### config.mk
export PLATFORM = sky130hd
export DESIGN_NAME = tcp_timer
export DESIGN_NICKNAME = d
export VERILOG_FILES = /design/src/logic/tcp_pkg.sv /design/src/logic/tcp_pre_if.sv /design/src/logic/tcp_pin_filter.sv /design/src/logic/tcp_prescaler.sv /design/src/logic/tcp_timer.sv
export SDC_FILE = /design/constraint.sdc
export NUM_CORES = 1
export LEC_CHECK = 0
export BUFFER_PORTS_ARGS = -buffer_cell sky130_fd_sc_hd__clkbuf_2
export CAP_MARGIN = 20
export CORE_MARGIN = 3
export CORE_UTILIZATION = 50
export DETAILED_ROUTE_END_ITERATION = 8
export HOLD_SLACK_MARGIN = 0.03
export PLACE_DENSITY = 0.76
export SYNTH_ARGS = -nofsm -noshare
export SYNTH_HDL_FRONTEND = slang
export SYNTH_SLANG_ARGS = --single-unit
### constraint.sdc
create_clock -name mclk -period 2.5 [get_ports mclk]
set_input_delay 0.125 -clock mclk [delete_from_list [all_inputs] [get_ports mclk]]
set_output_delay 0.125 -clock mclk [all_outputs]
set_load 0.03 [all_outputs]
### src/logic/tcp_pkg.sv
// Functional notes
// Option bit 6 picks control register layout
// Emulation takes divide and source from option
// Request flag sets when count reaches zero
// Mask bit high blocks the timer interrupt
// Reset forces mask to one
// Source select one picks pin, zero internal
// Pin enable gates pin, emulation forces one
// Source and enable pick prescaler input clock
// Clear bit write-only, one pulses prescaler clear
// Emulation: clear bit reads one, no effect
// Divide select picks tap, one to 128
// Software writes clear with divide changes
// Programmable reset loads bits from option byte
// Count decrements per tick, CPU read/write
`default_nettype none

package tcp_pkg;
   localparam int          ADDR_W        = 11;
   localparam int          DATA_W        = 8;
   localparam int          DIV_W         = 3;
   localparam int          PRE_STAGES    = 7;

   // ----------------------------------------
   // Register map
   // ----------------------------------------
   localparam logic [10:0] ADDR_COUNT    = 11'h008;
   localparam logic [10:0] ADDR_CONTROL  = 11'h009;
   localparam logic [10:0] ADDR_OPTION   = 11'h784;

   // ----------------------------------------
   // Control and option bit positions
   // ----------------------------------------
   localparam int          BIT_REQ       = 7;
   localparam int          BIT_MASK      = 6;
   localparam int          BIT_SRC       = 5;
   localparam int          BIT_PIN_EN    = 4;
   localparam int          BIT_CLEAR     = 3;
   localparam int          DIV_LSB       = 0;
   localparam int          OPT_EMU       = 6;
   localparam int          OPT_SRC       = 5;
   localparam int          OPT_PIN_EN    = 4;

   localparam logic [5:0]  EMU_LOW_READ  = 6'h3f;
   localparam logic [7:0]  COUNT_ONE     = 8'h01;
   localparam logic [7:0]  COUNT_ZERO    = 8'h00;
   localparam logic [7:0]  READ_UNMAPPED = 8'h00;

   // Source select and pin enable, in that order
   localparam logic [1:0]  CLK_INTERNAL  = 2'h0;
   localparam logic [1:0]  CLK_GATED     = 2'h1;
   localparam logic [1:0]  CLK_NONE      = 2'h2;
   localparam logic [1:0]  CLK_PIN       = 2'h3;
endpackage

`default_nettype wire

### src/logic/tcp_pre_if.sv
`default_nettype none

interface tcp_pre_if;
   import tcp_pkg::*;
   logic              tick_in;
   logic              clear;
   logic [DIV_W-1:0]  divide;
   logic              tick_out;

   modport ctrl (output tick_in, output clear, output divide, input tick_out);
   modport pre  (input tick_in, input clear, input divide, output tick_out);
endinterface

`default_nettype wire

### src/logic/tcp_pin_filter.sv
`default_nettype none

module tcp_pin_filter (
   input  wire logic mclk,
   input  wire logic sys_rst,
   input  wire logic pin,
   output var  logic level,
   output var  logic rise
);
   logic s1;
   logic s2;
   logic s3;

   always_ff @(posedge mclk) begin
      if (sys_rst) begin
         s1 <= 1'b0;
         s2 <= 1'b0;
         s3 <= 1'b0;
      end else begin
         s1 <= pin;
         s2 <= s1;
         s3 <= s2;
      end
   end

   // Level moves only when the last two stages agree
   always_ff @(posedge mclk) begin
      if (sys_rst) begin
         level <= 1'b0;
         rise  <= 1'b0;
      end else begin
         rise  <= (s2 == s3) && s2 && !level;
         if (s2 == s3) begin
            level <= s2;
         end
      end
   end
endmodule

`default_nettype wire

### src/logic/tcp_prescaler.sv
`default_nettype none

module tcp_prescaler #(
   parameter int STAGES = tcp_pkg::PRE_STAGES
) (
   input  wire logic mclk,
   input  wire logic sys_rst,
   tcp_pre_if.pre    bus
);
   import tcp_pkg::*;

   if (STAGES < PRE_STAGES || STAGES > 31) begin : g_stage_check
      $error("prescaler needs at least seven stages");
   end

   logic [STAGES-1:0] stage;

   function automatic logic [STAGES-1:0] tap_mask(input logic [DIV_W-1:0] sel);
      tap_mask = STAGES'((1 << sel) - 1);
   endfunction

   always_ff @(posedge mclk) begin
      if (sys_rst || bus.clear) begin
         stage <= '0;
      end else if (bus.tick_in) begin
         stage <= stage + STAGES'(1);
      end
   end

   // Tap n passes every 2**n input ticks; code 0 bypasses
   assign bus.tick_out = bus.tick_in && !bus.clear &&
                         ((stage & tap_mask(bus.divide)) == tap_mask(bus.divide));
endmodule

`default_nettype wire

### src/logic/tcp_timer.sv
`default_nettype none

module tcp_timer #(
   parameter int COUNT_W = 8
) (
   input  wire logic                      mclk,
   input  wire logic                      sys_rst,
   input  wire logic [tcp_pkg::ADDR_W-1:0] cpu_addr,
   input  wire logic                      cpu_wr,
   input  wire logic                      cpu_rd,
   input  wire logic [tcp_pkg::DATA_W-1:0] cpu_wdata,
   output var  logic [tcp_pkg::DATA_W-1:0] cpu_rdata,
   input  wire logic [tcp_pkg::DATA_W-1:0] option_byte,
   input  wire logic                      timer_pin,
   output logic                           timer_irq
);
   import tcp_pkg::*;

   if (COUNT_W != DATA_W) begin : g_width_check
      $error("count width must match the data bus");
   end

   // ----------------------------------------
   // Registers
   // ----------------------------------------
   logic [DATA_W-1:0] timer_count;
   logic [DATA_W-1:0] option_latch;
   logic              emulation_select;
   logic              underflow_request;
   logic              request_mask;
   logic              source_select;
   logic              pin_enable;
   logic [DIV_W-1:0]  divide_select;

   logic              pin_level;
   logic              pin_rise;
   logic              eff_source;
   logic              eff_pin_en;
   logic [DIV_W-1:0]  eff_divide;
   logic              wr_count;
   logic              wr_control;
   logic              count_tick;
   logic              reaches_zero;
   logic [DATA_W-1:0] control_view;

   tcp_pre_if pre_bus ();

   tcp_pin_filter u_pin (
      .mclk    (mclk),
      .sys_rst (sys_rst),
      .pin     (timer_pin),
      .level   (pin_level),
      .rise    (pin_rise)
   );

   tcp_prescaler #(
      .STAGES (PRE_STAGES)
   ) u_pre (
      .mclk    (mclk),
      .sys_rst (sys_rst),
      .bus     (pre_bus.pre)
   );

   function automatic logic hit(input logic [ADDR_W-1:0] a, input logic [ADDR_W-1:0] target);
      hit = (a == target);
   endfunction

   assign wr_control = cpu_wr && hit(cpu_addr, ADDR_CONTROL);
   assign wr_count   = cpu_wr && hit(cpu_addr, ADDR_COUNT);

   // ----------------------------------------
   // Option byte and layout select
   // ----------------------------------------
   // The option byte is EPROM content; it is taken once at reset
   always_ff @(posedge mclk) begin
      if (sys_rst) begin
         option_latch     <= option_byte;
         emulation_select <= option_byte[OPT_EMU];
      end
   end

   // Emulation takes source and divide from the option byte
   assign eff_source = emulation_select ? option_latch[OPT_SRC] : source_select;
   assign eff_pin_en = emulation_select ? 1'b1 : pin_enable;
   assign eff_divide = emulation_select ? option_latch[DIV_LSB +: DIV_W] : divide_select;

   // ----------------------------------------
   // Software-programmable control fields
   // ----------------------------------------
   always_ff @(posedge mclk) begin
      if (sys_rst) begin
         source_select <= option_byte[OPT_SRC];
         pin_enable    <= option_byte[OPT_PIN_EN];
         divide_select <= option_byte[DIV_LSB +: DIV_W];
      end else if (wr_control && !emulation_select) begin
         source_select <= cpu_wdata[BIT_SRC];
         pin_enable    <= cpu_wdata[BIT_PIN_EN];
         divide_select <= cpu_wdata[DIV_LSB +: DIV_W];
      end
   end

   always_ff @(posedge mclk) begin
      if (sys_rst) begin
         request_mask <= 1'b1;
      end else if (wr_control) begin
         request_mask <= cpu_wdata[BIT_MASK];
      end
   end

   // ----------------------------------------
   // Prescaler input selection
   // ----------------------------------------
   // Internal clock is the phase clock itself, one tick per mclk
   always_comb begin
      case ({eff_source, eff_pin_en})
         CLK_INTERNAL: pre_bus.tick_in = 1'b1;
         CLK_GATED:    pre_bus.tick_in = pin_level;
         CLK_NONE:     pre_bus.tick_in = 1'b0;
         CLK_PIN:      pre_bus.tick_in = pin_rise;
         default:      pre_bus.tick_in = 1'b0;
      endcase
   end

   // A clear in the same write as a divide change avoids a stray count
   assign pre_bus.clear  = wr_control && cpu_wdata[BIT_CLEAR] && !emulation_select;
   assign pre_bus.divide = eff_divide;
   assign count_tick     = pre_bus.tick_out;

   // ----------------------------------------
   // Count register and underflow request
   // ----------------------------------------
   assign reaches_zero = count_tick && !wr_count && (timer_count == COUNT_ONE);

   always_ff @(posedge mclk) begin
      if (sys_rst) begin
         timer_count <= COUNT_ZERO;
      end else if (wr_count) begin
         timer_count <= cpu_wdata;
      end else if (count_tick) begin
         timer_count <= timer_count - COUNT_ONE;
      end
   end

   // Hardware set wins over a software clear in the same cycle
   always_ff @(posedge mclk) begin
      if (sys_rst) begin
         underflow_request <= 1'b0;
      end else if (reaches_zero) begin
         underflow_request <= 1'b1;
      end else if (wr_control) begin
         underflow_request <= cpu_wdata[BIT_REQ];
      end
   end

   assign timer_irq = underflow_request && !request_mask;

   // ----------------------------------------
   // Read path
   // ----------------------------------------
   always_comb begin
      if (emulation_select) begin
         control_view = {underflow_request, request_mask, EMU_LOW_READ};
      end else begin
         control_view = {underflow_request, request_mask, source_select, pin_enable,
                         1'b0, divide_select};
      end
   end

   always_ff @(posedge mclk) begin
      if (sys_rst) begin
         cpu_rdata <= READ_UNMAPPED;
      end else if (cpu_rd) begin
         case (cpu_addr)
            ADDR_COUNT:   cpu_rdata <= timer_count;
            ADDR_CONTROL: cpu_rdata <= control_view;
            ADDR_OPTION:  cpu_rdata <= option_latch;
            default:      cpu_rdata <= READ_UNMAPPED;
         endcase
      end
   end
endmodule

`default_nettype wire

==> reports/summary.txt <==
Inserted Clock Buffers = 5
drt wl/cell = 15.2 um
final net count = 331
Comb power frac = 16.0%
largest family of logic cells by synthesized area = simple AND/OR/NAND/NOR gates
hpwl dp = 3800 um
IO Pins = 41
Syn Nets = 266
VDD IR-drop max = 0.388 mV
Pint = 1070 uW
via count = 1,968
Mapped Area = 2220 um2
final weighted congestion of routability-driven global placement = 0.852
total track usage = 21.4%
final setup vio count = 8
Setup TNS = -441 ps
fin crit share = 104%
DIE AREA = 5280 um2
async set-reset flop share out of synthesis = 0%
post-synthesis compound-gate area fraction = 15.6%
post-synthesis cell type count = 55
number of vias per cell = 5.70
chip height = 72.7 um
RSZ-0062 raised after global routing = true
H-tree depth = 2
Final Hold Fails = 0
core region area = 4140 um2
CTS tree = yes
Synth Area in XOR/XNOR = 2.76%
crit start category = register
layout cells sized above 1 = 31.2%
slack of the critical path = -95.0 ps
Final Total Pwr = 1450 uW
Worst EP required = 2710 ps
hold_sp = cpu_wdata[6]
Placed Instances = 321
Syn-to-layout area delta = 27.2%
DRC = 0
Critical Path Start = option_latch[6]
reg2reg setup slack = -90 ps
initial antenna violation count = 0
Hold EP = timer_count[6]
Max-Cap Viols = 0
DR iter-0 viols = 96
Post-Syn Instances = 229
TritonCTS Sinks = 43
DR pass1 iterations = 4
Post-Synth Adder-Cell Area = 2.81%
Port Buffers = 40
Yosys warnings = 0
Routed Antenna Nets = 0
Ant. Diodes = 0
clk slew on worst S/H paths = 80 ps
Critical R2R Launch = option_latch[6]
worst slew pin tran = 612 ps
outcome = finished, violations left
Post-synth EDFFs = 13
sequential power share = 54.1%
hold path depth = 3
crit path kind = reg2reg
Clock Skew = 5.78 ps
CTS Buffer Depth = 2
Slew HR = 59.2%
simple-gate area share of the yosys netlist = 22.7%
clock share of power = 29.9%
Critical Path AT = 2810 ps
row cnt = 23
first-pass GRT wire length = 8850 um
worst hold-check slack = 101 ps
top_reg_cell synth = dfxtp_1
worst skew pair latency = 300 ps
vias in the first global route = 1,911
Leakage Power = 0.00114 uW
Reg2Reg Depth = 9
GRT Residual Overflow = 0
Layout Utilization = 68.2%
clock root buffer = clkbuf_8
Slew Viols, Final = 0
sw frac = 26.2%
overall routed net length = 5260 um
CP max FO = 6
mux cell area share after synthesis = 6.53%
die width = 72.7 um
pwr dens = 511 nW/um2
sw power = 379 uW
Syn Area/Cell = 9.71 um2
f_max = 385 MHz
Initial Util = 53.7%
Seq/Total Area, Yosys = 44.6%
Cell Count, Final, Fillers Out = 345
failing checks = negative setup slack
crit end category = register
min cycle time layout = 2590 ps
Yosys reg bits = 43
worst r2r dst = timer_count[7]
worst hold path type = in2reg
largest net degree at the start of global routing = 29
-- critical path: stages (launching register included) --
cell and delay (ps):
edfxtp_1 560, mux2i_2 290, nand3b_1 120, ha_2 330, o32ai_1 70, a211oi_2 240
nand4_2 170, buf_6 170, or3_1 300, a311oi_1 260
-- synth_stat cells, types with 3 or more instances --
| cell | number | area [um2] |
|---|---|---|
| nor2_1 | 36 | 135 |
| dfxtp_1 | 30 | 601 |
| edfxtp_1 | 13 | 390 |
| mux2i_1 | 10 | 100 |
| a211oi_1 | 9 | 67.6 |
| a21oi_1 | 8 | 40.0 |
| a311oi_1 | 8 | 70.1 |
| inv_1 | 8 | 30.0 |
| clkbuf_1 | 7 | 26.3 |
| nand2_1 | 7 | 26.3 |
| ha_1 | 5 | 62.6 |
| nand3_1 | 5 | 25.0 |
| o21ai_0 | 5 | 25.0 |
| or3_1 | 5 | 31.3 |
| mux2_2 | 4 | 45.0 |
| nand4_1 | 4 | 25.0 |
| nand4b_1 | 4 | 35.0 |
| nor2b_1 | 4 | 25.0 |
| nor4_1 | 4 | 25.0 |
| xor2_1 | 4 | 35.0 |
| buf_6 | 3 | 33.8 |
| nand3b_1 | 3 | 22.5 |
| nor3_1 | 3 | 15.0 |
| xnor2_1 | 3 | 26.3 |
-- what timing repair did --
action                                  4_1_cts  5_1_grt
gates cloned                                  0        0
buffers inserted                              6        1
hold buffers                                  9        0
pin swaps                                     6        4
endpoints found under the setup margin        8        9
endpoints found under the hold margin         9        0
resized for setup                             6        4
-- area by class of cell --
class	instances	area, um2
Sequential cell	43	991
Clock inverter	2	12.5
Timing Repair Buffer	71	463
Multi-Input combinational cell	164	1190
Clock buffer	6	72.6
Fill cell	328	1320
Tap cell	50	62.6
Inverter	9	33.8
-- worst max path at each step --
stage,slack (ps),depth (start not counted),to
floorplan,30,9,timer_count[4]
CTS,-50,9,timer_count[2]
detailed placement,-110,9,timer_count[2]
finish,-90,9,timer_count[7]
global placement,30,9,timer_count[5]
global route,-190,9,timer_count[2]
-- cells by family after synthesis --
kind of cell    Yosys count
compound gates           46
mux                      14
fa+ha+maj                 5
buf+inv                  22
simple gates             92
flops                    43
xor+xnor                  7
-- metrics by stage --
stage	area (um2)	worst slack [ps]
floorplan	2250	27.7
global placement	2550	35.0
detailed placement	2550	-109
CTS	2800	-52.6
global route	2830	-190
finish	2830	-95.0
-- registers in the layout, indices dropped and copies added (netlist names) --
| register | flops |
|---|---|
| underflow_request | 1 |
| u_pin.rise | 1 |
| request_mask | 1 |
| source_select | 1 |
| u_pin.s3 | 1 |
| u_pin.level | 1 |
| pin_enable | 1 |
| u_pin.s1 | 1 |
| option_latch | 8 |
| timer_count | 8 |
| cpu_rdata | 8 |
| u_pin.s2 | 1 |
| u_pre.stage | 7 |
| divide_select | 3 |
-- power groups by stage --
stage,combinational [uW],sequential [uW],clock (uW)
after global routing,253,786,468
after detailed placement,192,796,0
final,231,782,432
after CTS,223,781,444
after floorplan,112,799,0
after global placement,186,796,0
-- metal layers --
| metal | GRT usage [%] | part of all wire [%] | vias to the layer above |
|---|---|---|---|
| met5 | 0 | 0 | - |
| li1 | - | - | 991 |
| met2 | 36.3 | 49 | 55 |
| met1 | 27.3 | 44 | 916 |
| met4 | 5.74 | 1.0 | 0 |
| met3 | 5.10 | 6.1 | 6 |
-- placed cells by master, fill, tap and decap left out, drive strengths merged, types with 7 or more instances in the layout --
cell,netlist,layout
edfxtp,13,13
dlygate4sd3,0,9
a311oi,8,8
clkbuf,8,46
a21oi,8,8
nor2,36,36
mux2i,10,10
inv,9,9
buf,5,22
a211oi,10,10
dfxtp,30,30
nand2,7,7
Power figures use the tool's default switching activity.
